File: config.mk
export PLATFORM = sky130hd
export DESIGN_NAME = asb_top
export DESIGN_NICKNAME = d
export VERILOG_FILES = /design/src/core/asb_pkg.sv /design/src/core/asb_ptr_if.sv /design/src/core/asb_seq.sv /design/src/core/asb_ptr.sv /design/src/core/asb_top.sv
export SDC_FILE = /design/constraint.sdc
export NUM_CORES = 1
export LEC_CHECK = 0
export BUFFER_PORTS_ARGS = -buffer_cell sky130_fd_sc_hd__buf_2
export CORE_MARGIN = 3
export CORE_UTILIZATION = 53
export DETAILED_ROUTE_END_ITERATION = 10
export PLACE_DENSITY = 0.79
export SLEW_MARGIN = 5
export SYNTH_ARGS = -nofsm -noshare
export SYNTH_HDL_FRONTEND = slang
export SYNTH_SLANG_ARGS = --single-unit
File: constraint.sdc
create_clock -name ref_clk -period 6.9 [get_ports ref_clk]
set_clock_uncertainty 0.2 [all_clocks]
set_input_delay 2.07 -clock ref_clk [delete_from_list [all_inputs] [get_ports ref_clk]]
set_output_delay 2.07 -clock ref_clk [all_outputs]
set_load 0.02 [all_outputs]
File: src/core/asb_pkg.sv
// Shared constants, state types and enumerations of the sample buffer block
package asb_pkg;

	// ********************************
	// Widths
	// ********************************
	localparam int unsigned CH_W = 3;
	localparam int unsigned NUM_CH = 8;
	localparam int unsigned RES_W = 10;
	localparam int unsigned WORD_W = 16;
	localparam int unsigned LEN_W = 11;
	localparam int unsigned ADDR_W = 16;
	localparam int unsigned ACC_W = 14;

	// ********************************
	// Limits, reset values and counts
	// ********************************
	localparam logic [15:0] LEN_MIN = 16'h0001;
	localparam logic [15:0] LEN_MAX = 16'h07FF;
	localparam logic [10:0] OFFS_FULL_NOWRAP = 11'h7FF;
	localparam logic [10:0] OFFS_RESET = 11'h000;
	localparam logic [2:0] IRQ_SEL_NONE = 3'h0;
	localparam logic [7:0] SRC_NONE = 8'h00;
	localparam logic [4:0] ACC_BASE = 5'h02;
	localparam logic [4:0] ACC_LAST = 5'h01;
	localparam logic [3:0] CH_FIRST = 4'h0;
	localparam logic [5:0] WORD_PAD = 6'h00;
	localparam logic [1:0] ACC_PAD = 2'h0;

	// ********************************
	// Field positions
	// ********************************
	localparam int IRQ_HALF_BIT = 0;
	localparam int IRQ_FULL_BIT = 1;
	localparam int IRQ_OVER_BIT = 2;

	// ********************************
	// Types
	// ********************************
	typedef enum logic [2:0] {
		ST_IDLE,
		ST_RUN,
		ST_WAIT_TRIG,
		ST_CONV,
		ST_DMA,
		ST_FULL
	} asb_state_t;

	typedef struct packed {
		logic [10:0] offs;
		logic full;
	} asb_ptr_state_t;

	typedef struct packed {
		asb_state_t st;
		logic [3:0] ch_from;
		logic conv_req;
		logic [2:0] conv_ch;
		logic span;
		logic dma_valid;
		logic [15:0] dma_addr;
		logic [15:0] dma_data;
		logic half_irq;
		logic full_irq;
		logic over_irq;
		logic rej;
		logic active;
		logic busy;
		logic [10:0] offset;
		logic wrap;
		logic [10:0] len;
		logic [15:0] base;
		logic [2:0] irq_sel;
		logic [7:0] bitmap;
		logic acc_mode;
		logic cont;
		logic [13:0] acc_sum;
		logic [4:0] acc_left;
		logic res_valid;
		logic [15:0] result;
	} asb_top_state_t;

endpackage : asb_pkg

File: src/core/asb_ptr_if.sv
// Carrier between the sequencing core and the buffer write pointer
`timescale 1ns/1ps
`default_nettype none
interface asb_ptr_if (
	input wire logic clk,
	input wire logic rst_n
);
	logic clr;
	logic adv;
	logic wrap;
	logic [10:0] len;
	logic [10:0] offset;
	logic full_evt;
	logic half_evt;

	modport core (
		input clk,
		input rst_n,
		output clr,
		output adv,
		output wrap,
		output len,
		input offset,
		input full_evt,
		input half_evt
	);

	modport ptr (
		input clk,
		input rst_n,
		input clr,
		input adv,
		input wrap,
		input len,
		output offset,
		output full_evt,
		output half_evt
	);
endinterface : asb_ptr_if
`default_nettype wire

File: src/core/asb_seq.sv
// Picks the next enabled input at or above a start index
`timescale 1ns/1ps
`default_nettype none
module asb_seq (
	input wire logic [7:0] bitmap,
	input wire logic [3:0] from_idx,
	output logic found,
	output logic [2:0] next_ch
);
	// ********************************
	// Priority search
	// ********************************
	// lowest index wins
	always_comb begin
		found = 1'b0;
		next_ch = 3'h0;
		for (int i = asb_pkg::NUM_CH - 1; i >= 0; i--) begin
			if (bitmap[i] && (4'(i) >= from_idx)) begin
				found = 1'b1;
				next_ch = 3'(i);
			end
		end
	end
endmodule : asb_seq
`default_nettype wire

File: src/core/asb_ptr.sv
// Write offset counter with half-full, full and wrap handling
`timescale 1ns/1ps
`default_nettype none
module asb_ptr (
	asb_ptr_if.ptr pi
);
	asb_pkg::asb_ptr_state_t q, d;
	logic [10:0] half_tgt;
	logic at_last;

	// ********************************
	// Next state
	// ********************************
	assign at_last = (q.offs == (pi.len - 11'h001));
	// half point rounded down
	assign half_tgt = ((pi.len >> 1) == 11'h000) ? 11'h001 : (pi.len >> 1);
	assign pi.half_evt = pi.adv && ((q.offs + 11'h001) == half_tgt);
	// full on last slot
	assign pi.full_evt = pi.adv && at_last;
	// full without wrap reads top
	assign pi.offset = q.full ? asb_pkg::OFFS_FULL_NOWRAP : q.offs;

	always_comb begin
		d = q;
		if (pi.clr) begin
			d.offs = asb_pkg::OFFS_RESET;
			d.full = 1'b0;
		end else if (pi.adv) begin
			if (at_last) begin
				// wrap to first slot
				if (pi.wrap) begin
					d.offs = asb_pkg::OFFS_RESET;
				end else begin
					d.full = 1'b1;
				end
			end else begin
				d.offs = q.offs + 11'h001;
			end
		end
	end

	always_ff @(posedge pi.clk or negedge pi.rst_n) begin
		if (!pi.rst_n) begin
			q <= '0;
		end else begin
			q <= d;
		end
	end
endmodule : asb_ptr
`default_nettype wire

File: src/core/asb_top.sv
// Converter control with timer-paced sample buffer writes
`timescale 1ns/1ps
`default_nettype none
// Notes on behaviour
// Disable stops continuous and accumulation runs
// Each 10-bit result stored as 16-bit word
// Buffer mode converts only on timer triggers
// Every selected input converted once per trigger
// Order: inputs 0-5, temperature, supply
// Length 1 to 2047, else start refused
// Wrap writes next sample at slot zero
// Without wrap, stop converting when full
// Raise each selected buffer interrupt condition
// Overflow flags triggers after buffer filled
// One span select: Vref or twice Vref
// Stop command ends buffer mode anytime
// Next write offset readable in samples
// Full offset: 2047 no wrap, 0 wrap
// Half at length/2 rounded down, full last
module asb_top (
	input wire logic ref_clk,
	input wire logic resetn,
	input wire logic conv_start,
	input wire logic conv_continuous,
	input wire logic [2:0] conv_source,
	input wire logic accum_start,
	input wire logic [1:0] accum_sel,
	input wire logic conv_disable,
	input wire logic sb_start,
	input wire logic sb_stop,
	input wire logic input_span_select,
	input wire logic [7:0] input_select_bitmap,
	input wire logic [15:0] buffer_base_pointer,
	input wire logic [15:0] buffer_length,
	input wire logic wrap_enable,
	input wire logic [2:0] irq_condition_select,
	input wire logic sample_trigger_timer,
	input wire logic conv_done,
	input wire logic [9:0] conv_result,
	input wire logic dma_wr_ready,
	output logic conv_req,
	output logic [2:0] conv_channel,
	output logic conv_span,
	output logic dma_wr_valid,
	output logic [15:0] dma_wr_addr,
	output logic [15:0] dma_wr_data,
	output logic half_full_irq,
	output logic full_irq,
	output logic overflow_irq,
	output logic start_rejected,
	output logic sb_active,
	output logic conv_busy,
	output logic [10:0] next_write_offset,
	output logic result_valid,
	output logic [15:0] result_data
);
	// ********************************
	// Reset release
	// ********************************
	logic [1:0] rst_sync_q;
	logic rst_n;

	always_ff @(posedge ref_clk or negedge resetn) begin
		if (!resetn) begin
			rst_sync_q <= 2'h0;
		end else begin
			rst_sync_q <= {rst_sync_q[0], 1'b1};
		end
	end
	assign rst_n = rst_sync_q[1];

	// ********************************
	// Submodules
	// ********************************
	asb_pkg::asb_top_state_t q, d;
	logic sq_found;
	logic [2:0] sq_ch;
	logic [3:0] sq_from;
	logic start_ok;

	asb_ptr_if pi (
		.clk(ref_clk),
		.rst_n(rst_n)
	);

	asb_ptr u_ptr (
		.pi(pi)
	);

	// Search restarts at input 0 for each trigger
	assign sq_from = (q.st == asb_pkg::ST_WAIT_TRIG) ? asb_pkg::CH_FIRST : q.ch_from;

	asb_seq u_seq (
		.bitmap(q.bitmap),
		.from_idx(sq_from),
		.found(sq_found),
		.next_ch(sq_ch)
	);

	// length range check
	assign start_ok = (buffer_length >= asb_pkg::LEN_MIN) &&
		(buffer_length <= asb_pkg::LEN_MAX) &&
		(irq_condition_select != asb_pkg::IRQ_SEL_NONE) &&
		(input_select_bitmap != asb_pkg::SRC_NONE);

	assign pi.clr = (q.st == asb_pkg::ST_IDLE) && sb_start && start_ok;
	assign pi.adv = (q.st == asb_pkg::ST_DMA) && q.dma_valid && dma_wr_ready;
	assign pi.wrap = q.wrap;
	assign pi.len = q.len;

	// ********************************
	// Control
	// ********************************
	always_comb begin
		d = q;
		d.half_irq = 1'b0;
		d.full_irq = 1'b0;
		d.over_irq = 1'b0;
		d.rej = 1'b0;
		d.res_valid = 1'b0;
		// next write offset
		d.offset = pi.offset;
		d.busy = (q.st == asb_pkg::ST_RUN) || (q.st == asb_pkg::ST_CONV);
		case (q.st)
			asb_pkg::ST_IDLE: begin
				if (sb_start) begin
					// refuse bad length
					if (start_ok) begin
						d.st = asb_pkg::ST_WAIT_TRIG;
						d.active = 1'b1;
						d.wrap = wrap_enable;
						d.len = buffer_length[10:0];
						d.base = buffer_base_pointer;
						d.irq_sel = irq_condition_select;
						d.bitmap = input_select_bitmap;
						// span latched once
						d.span = input_span_select;
					end else begin
						d.rej = 1'b1;
					end
				end else if (conv_start || accum_start) begin
					d.st = asb_pkg::ST_RUN;
					d.conv_req = 1'b1;
					d.conv_ch = conv_source;
					d.span = input_span_select;
					d.acc_mode = accum_start;
					d.cont = conv_continuous;
					d.acc_sum = '0;
					d.acc_left = asb_pkg::ACC_BASE << accum_sel;
				end
			end
			asb_pkg::ST_RUN: begin
				// disable halts run
				if (conv_disable) begin
					d.st = asb_pkg::ST_IDLE;
					d.conv_req = 1'b0;
				end else if (conv_done) begin
					if (q.acc_mode) begin
						d.acc_sum = q.acc_sum + {4'h0, conv_result};
						d.acc_left = q.acc_left - 5'h01;
						if (q.acc_left == asb_pkg::ACC_LAST) begin
							d.res_valid = 1'b1;
							d.result = {asb_pkg::ACC_PAD, d.acc_sum};
							d.st = asb_pkg::ST_IDLE;
							d.conv_req = 1'b0;
						end
					end else begin
						d.res_valid = 1'b1;
						d.result = {asb_pkg::WORD_PAD, conv_result};
						if (!q.cont) begin
							d.st = asb_pkg::ST_IDLE;
							d.conv_req = 1'b0;
						end
					end
				end
			end
			asb_pkg::ST_WAIT_TRIG: begin
				if (sb_stop) begin
					d.st = asb_pkg::ST_IDLE;
					d.active = 1'b0;
				// timer paces conversions
				end else if (sample_trigger_timer && sq_found) begin
					d.st = asb_pkg::ST_CONV;
					d.conv_ch = sq_ch;
					d.conv_req = 1'b1;
				end
			end
			asb_pkg::ST_CONV: begin
				if (sb_stop) begin
					d.st = asb_pkg::ST_IDLE;
					d.active = 1'b0;
					d.conv_req = 1'b0;
				end else if (conv_done) begin
					// result as 16-bit word
					d.st = asb_pkg::ST_DMA;
					d.conv_req = 1'b0;
					d.dma_valid = 1'b1;
					d.dma_data = {asb_pkg::WORD_PAD, conv_result};
					d.dma_addr = q.base + {4'h0, pi.offset, 1'b0};
					d.ch_from = {1'b0, q.conv_ch} + 4'h1;
				end
			end
			asb_pkg::ST_DMA: begin
				// stop ends mode
				if (sb_stop) begin
					d.st = asb_pkg::ST_IDLE;
					d.active = 1'b0;
					d.dma_valid = 1'b0;
				end else if (dma_wr_ready) begin
					d.dma_valid = 1'b0;
					// selected conditions only
					d.half_irq = pi.half_evt && q.irq_sel[asb_pkg::IRQ_HALF_BIT];
					d.full_irq = pi.full_evt && q.irq_sel[asb_pkg::IRQ_FULL_BIT];
					// stop when full
					if (pi.full_evt && !q.wrap) begin
						d.st = asb_pkg::ST_FULL;
					// next enabled input
					end else if (sq_found) begin
						d.st = asb_pkg::ST_CONV;
						d.conv_ch = sq_ch;
						d.conv_req = 1'b1;
					end else begin
						d.st = asb_pkg::ST_WAIT_TRIG;
					end
				end
			end
			asb_pkg::ST_FULL: begin
				if (sb_stop) begin
					d.st = asb_pkg::ST_IDLE;
					d.active = 1'b0;
				// late sample overflow
				end else if (sample_trigger_timer) begin
					d.over_irq = q.irq_sel[asb_pkg::IRQ_OVER_BIT];
				end
			end
			default: begin
				d.st = asb_pkg::ST_IDLE;
				d.conv_req = 1'b0;
				d.dma_valid = 1'b0;
				d.active = 1'b0;
			end
		endcase
	end

	always_ff @(posedge ref_clk or negedge rst_n) begin
		if (!rst_n) begin
			q <= '0;
		end else begin
			q <= d;
		end
	end

	// ********************************
	// Outputs
	// ********************************
	assign conv_req = q.conv_req;
	assign conv_channel = q.conv_ch;
	assign conv_span = q.span;
	assign dma_wr_valid = q.dma_valid;
	assign dma_wr_addr = q.dma_addr;
	assign dma_wr_data = q.dma_data;
	assign half_full_irq = q.half_irq;
	assign full_irq = q.full_irq;
	assign overflow_irq = q.over_irq;
	assign start_rejected = q.rej;
	assign sb_active = q.active;
	assign conv_busy = q.busy;
	assign next_write_offset = q.offset;
	assign result_valid = q.res_valid;
	assign result_data = q.result;
endmodule : asb_top
`default_nettype wire

==> results.toml, run 1 <==
[power]
powerDensity_nw_per_um2 = 345
p_leak_uw = 0.00469
irDropWorstVdd_mv = 0.243

[placement]
placed_cell_area_um2 = 8920
place_ws_ns = 2.25
hpwl_um = 14200
portBuffers = 134
gp_congestion = 0.870

[global_route]
grt_usage_pct = 21.5
grt_overflow = 0
grt_pass1_wl_um = 31100
grt_max_degree = 78
antenna_found_initial = 0
first_global_vias = 6153

[critical_path]
worstReg2RegStart = "q[137]$_DFFE_PN0P_"
cp-end-kind = "flop"
crit_slowest_cell = "o41ai_1"
path_cells = "buf_2, ha_1, fa_1, a21oi_1, o211ai_1, o41ai_1, o21a_1, xor2_1, o21ai_0, a22o_1"
cp_top_family = "compound AO/OA/AOI/OAI gates"
max_stage_delay_ns = 0.47
reg2reg_slack_ns = 3.53
rr_endpoint = "conv_channel[1]$_DFFE_PN0P_"
worstSetupStartpointType = "primary input"
arrival_ns = 4.35
critPathMaxFanout = 4
cp.buffers_inverters = 1
reg2reg_depth = 8
critPathRequiredTime_ns = 7.00
crit_type = "in -> reg"

[timing]
drv_slew = 0
setup_ws_ns = 2.65
fmax_mhz = 235
hold_viol_final = 0
setup_violations = 0
slew_headroom_pct = 34.8
period_minus_slack_ns = 4.25
period_share_pct = 61.7
tightestPinTransition_ns = 0.978
rsz0062_at_grt = "no"
fin_setup_tns_ns = 0

[route]
drc = 0
dr.pass1.iters = 5
first_iter_violations = 555
vias = 6718
drt-vias-per-instance = 5.74
wl_per_cell_um = 16.4
antenna_left = 0
wl_um = 19200

[cells_and_area]
final_area_um2 = 9500
n_antenna_cell = 0
nFillCells = 1328
final_layout_size_suffix_gt1_share_pct = 26.1
register_area_um2 = 3630
nets = 1046
area_growth_pct = 10.6
multi_input_area_um2 = 4230

[min_path]
hold_depth = 0
hold_path.startpoint = "rst_sync_q[0]$_DFF_PN0_"
hold_path.class = "reg -> reg"
min_to = "rst_sync_q[1]$_DFF_PN0_"

[clock_network]
post_cts_buffers = 0
htree_levels = 4
cts_root_buf = "clkbuf_16"
cts_tree = "done"
clockBufferDepth = 2
cts_buffers = 17
cts_resized = 0
postCtsHoldBufs = 0
clk_pin_slew_ns = 0.06
clock_latency_ns = 0.42
clock-sinks = 145

[synthesis]
synth-edff-count = 0
syn-cell-area_um2 = 8590
syn_inst = 894
synthArstFlopShare_pct = 100
ys_seq_area_share_pct = 42.2
avgSynthCellArea_um2 = 9.61
synth-main-ff-cell = "dfrtp_1"
synth.distinct_cells = 70
ys_warn_count = 0
synth-seq-cells = 145

[floorplanning]
die_h_um = 133
start_util_pct = 55.3
io_pins = 143
die-area_um2 = 17800
die_w_um = 133
core_um2 = 15500
rows = 45

[job]
drv_cap = 0

[status]
status = "finished, final reports clean"
[power by group]
part	total, uW	switching, uW	internal, uW
Sequential	1260	212	1050
Clock	896	353	542
Combinational	1130	643	485
[sequential cells by signal, summed over array words and instances, names as in the netlist, 2 cells and up]
register,cells
q,55
dma_wr_addr,16
result_data,14
u_ptr.q,12
next_write_offset,11
pi.len,11
dma_wr_data,10
conv_channel,3
rst_sync_q,2
[worst max-delay path by stage]
| stage | cells past startpoint | startpoint | end | slack (ns) |
|---|---|---|---|---|
| global placement | 10 | conv_result[0] | result_data[10]$_DFFE_PN0P_ | 2.32 |
| CTS | 10 | conv_result[0] | result_data[10]$_DFFE_PN0P_ | 2.68 |
| finish | 10 | conv_result[0] | result_data[10]$_DFFE_PN0P_ | 2.65 |
| detailed placement | 10 | conv_result[0] | result_data[10]$_DFFE_PN0P_ | 2.25 |
| global route | 10 | conv_result[0] | result_data[10]$_DFFE_PN0P_ | 2.48 |
| floorplan | 0 | rst_sync_q[1]$_DFF_PN0_ | conv_busy$_DFF_PN0_ | 2.36 |
[cell usage after synthesis (6+ instances only)]
library cell	number	area share (%)
a21o_1	14	1.2
o21ai_0	56	3.3
ha_1	26	3.8
clkbuf_1	41	1.8
a21oi_1	43	2.5
nand2_1	73	3.2
a22o_1	12	1.2
inv_1	24	1.0
and3_1	11	0.80
xnor2_1	31	3.2
or3_1	7	0.51
nor3_1	29	1.7
mux2_2	56	7.3
o211ai_1	6	0.52
nand3_1	21	1.2
xor2_1	20	2.0
dfrtp_1	145	42
o22ai_1	20	1.5
nand2b_1	8	0.58
o31ai_1	8	0.70
o21a_1	9	0.79
a211oi_1	6	0.52
buf_4	63	5.5
nor2_1	54	2.4
or2_2	14	1.0
nor4_1	7	0.51
[routing by layer]
layer	wire length (um)	vias up	track usage, %	part of all wire [%]
li1	-	3225	-	-
met1	8460	3233	29.0	44
met2	9250	222	34.5	48
met3	1150	38	4.46	6.0
met4	374	0	8.17	1.9
met5	0	-	0	0
[cell families (layout without fill, tap and decap cells)]
group | Yosys count | in the layout | synth area share, %
other | 2 | 9 | 0.0874
buffers and inverters | 136 | 195 | 9.03
AO/OA/AOI/OAI | 219 | 219 | 16.7
flip-flops | 145 | 145 | 42.2
adder cells (fa/ha/maj) | 29 | 29 | 4.37
AND/OR/NAND/NOR | 252 | 252 | 14.5
XOR/XNOR | 51 | 51 | 5.20
multiplexers | 60 | 60 | 7.85
[cell type report]
type | instances | share of cell area [%]
Clock buffer | 20 | 4.70
Timing Repair Buffer | 139 | 7.45
Inverter | 24 | 0.948
Tap cell | 211 | 2.78
Clock inverter | 12 | 1.42
Multi-Input combinational cell | 620 | 44.5
Sequential cell | 145 | 38.2
[per-stage QoR]
step	cells	hold WS [ns]	util, %	power [uW]
finish	1171	0.148	61.1	3280
global route	1171	0.166	61.1	3480
detailed placement	1139	0.136	57.4	2390
global placement	1139	0.138	57.4	2360
CTS	1171	0.150	61.1	3300
floorplan	901	0.131	-	2200
[worst reg2reg max path, cell delays in order, from the launching register on]
cell	delay [ns]
dfrtp_1	0.66
nor3b_1	0.65
o22ai_1	0.22
o22ai_1	0.24
nand3b_1	0.25
a21oi_1	0.13
a211oi_1	0.28
nand3_1	0.23
mux2_1	0.37
[layout by cell type, fill, tap and decap left out, types with 14 or more instances in the layout]
master and count:
or2_2 14, xor2_1 20, nand3_1 19, inv_1 24, nor2_1 54, ha_1 26, a21oi_1 43, clkbuf_16 17
nor3_1 29, dfrtp_1 144, buf_2 134, xnor2_1 31, mux2_2 56, nand2_1 73, o22ai_1 20, o21ai_0 56
a21o_1 14
(Power assumes the default switching activity.)
==> inputs of run 2 (changes only) <==
CORE_UTILIZATION = 52   (was 53)
PLACE_DENSITY = 0.8   (was 0.79)
clock period = 3.8 ns   (was 6.9 ns; I/O delays follow)
==> results.toml, run 2 (synthesis gave the netlist of run 1 again) <==
[power]
seq_power_share_pct = 36.9
combPwrFrac_pct = 35.3
power_frac_clock_pct = 27.7
p_leak_uw = 0.00477
power_switching_uw = 2210
powerDensity_nw_per_um2 = 628
swShare_pct = 36.6
irDropWorstVdd_mv = 0.360
p_int_uw = 3830

[critical_path]
cp-end-kind = "flop"
cp-startpoint = "pi.len[0]$_DFFE_PN0P_"
critPathMaxFanout = 9
worstReg2RegStart = "pi.len[0]$_DFFE_PN0P_"
critPathRequiredTime_ns = 3.94
worstSetupStartpointType = "flop"
arrival_ns = 3.46
crit_type = "reg -> reg"
reg2reg_depth = 10
rr_endpoint = "q[136]$_DFFE_PN0P_"
reg2reg_slack_ns = 0.48

[global_route]
first_global_vias = 6582
grt_max_degree = 64
grt_overflow = 0
grt_pass1_wl_um = 32500
antenna_found_initial = 0
grt_usage_pct = 22.1

[floorplanning]
rows = 46
die_w_um = 135
die_h_um = 135
core_um2 = 16000
die-area_um2 = 18100
start_util_pct = 53.7
io_pins = 143

[route]
vias = 6727
wl_per_cell_um = 16.5
drc = 0
drt-vias-per-instance = 5.66
antenna_left = 0
wl_um = 19600
first_iter_violations = 378
dr.pass1.iters = 6

[timing]
drv_slew = 0
setup_violations = 0
rsz0062_at_grt = "no"
whs_ns = 0.152
slew_headroom_pct = 56.5
tightestPinTransition_ns = 0.648
period_minus_slack_ns = 3.32
hold_viol_final = 0
fmax_mhz = 301
period_share_pct = 87.5
fin_setup_tns_ns = 0

[cells_and_area]
nFillCells = 1388
n_antenna_cell = 0
multi_input_area_um2 = 4230
top_register = "q"
final_layout_size_suffix_gt1_share_pct = 27.3
final_common_cell = "dfrtp_1"
nets = 1059
largest_reg_flops = 55
final_cell_mix = "dfrtp_1 (144), buf_2 (134), nand2_1 (73)"
area_growth_pct = 12.1
register_area_um2 = 3630

[clock_network]
clk_pin_slew_ns = 0.06
clock_latency_ns = 0.42
clock-sinks = 145
clockBufferDepth = 2
post_cts_buffers = 0
cts_buffers = 17
htree_levels = 4
cts_resized = 0
cts_tree = "done"
postCtsHoldBufs = 0
cts_root_buf = "clkbuf_16"

[status]
status = "finished, final reports clean"

[placement]
portBuffers = 134
gp_congestion = 0.919
hpwl_um = 14500

[min_path]
hold_path.class = "reg -> async"

[job]
drv_cap = 0
## run 2: power by group through the flow
| stage | registers [uW] | logic, uW | clock network (uW) |
|---|---|---|---|
| 2_1_floorplan | 2170 | 1830 | 0 |
| 3_3_place_gp | 2240 | 2080 | 0 |
| 3_5_place_dp | 2260 | 2130 | 0 |
| 4_1_cts | 2230 | 2140 | 1710 |
| 5_1_grt | 2290 | 2360 | 1780 |
| 6_report | 2230 | 2140 | 1680 |
## run 2: layout make-up
type                            count  area share [%]
Clock buffer                       20            4.84
Clock inverter                     12            1.38
Inverter                           24           0.935
Multi-Input combinational cell    620            43.9
Sequential cell                   145            37.7
Tap cell                          216            2.80
Timing Repair Buffer              152            8.49
## run 2: worst max path at each step
stage,endpoint,slack (ns),cells past startpoint
3_3_place_gp,result_data[10]$_DFFE_PN0P_,0.21,11
4_1_cts,q[136]$_DFFE_PN0P_,0.52,10
2_1_floorplan,result_data[10]$_DFFE_PN0P_,0.44,9
6_report,q[136]$_DFFE_PN0P_,0.48,10
3_5_place_dp,result_data[13]$_DFFE_PN0P_,0.18,10
5_1_grt,q[136]$_DFFE_PN0P_,0.26,10
## run 2: metal layers
layer	routed length [um]	track usage (%)	share of wire (%)	vias to the layer above
met5	0	0	0	-
met4	285	5.03	1.5	0
met3	1050	4.77	5.3	29
met2	9800	38.2	50	193
met1	8490	28.5	43	3257
li1	-	-	-	3248
## run 2: per-stage QoR
stage	worst slack, ns	instances	util (%)	total power (uW)	area, um^2
2_1_floorplan	0.439	901	-	4000	8620
3_3_place_gp	0.207	1157	56.5	4330	9040
3_5_place_dp	0.179	1157	56.5	4380	9040
4_1_cts	0.522	1189	60.2	6090	9640
5_1_grt	0.261	1189	60.2	6430	9640
6_report	0.476	1189	60.2	6050	9640
## run 2: worst max-delay path, stage by stage (launching register included)
cell and delay [ns]:
dfrtp_1 0.44, inv_1 0.09, ha_1 0.18, or3b_1 0.52, o21a_1 0.25, o21a_1 0.18, nor4_1 0.35, o2111ai_2 0.20
nor3_1 0.58, nor3b_1 0.10, o21ai_1 0.16
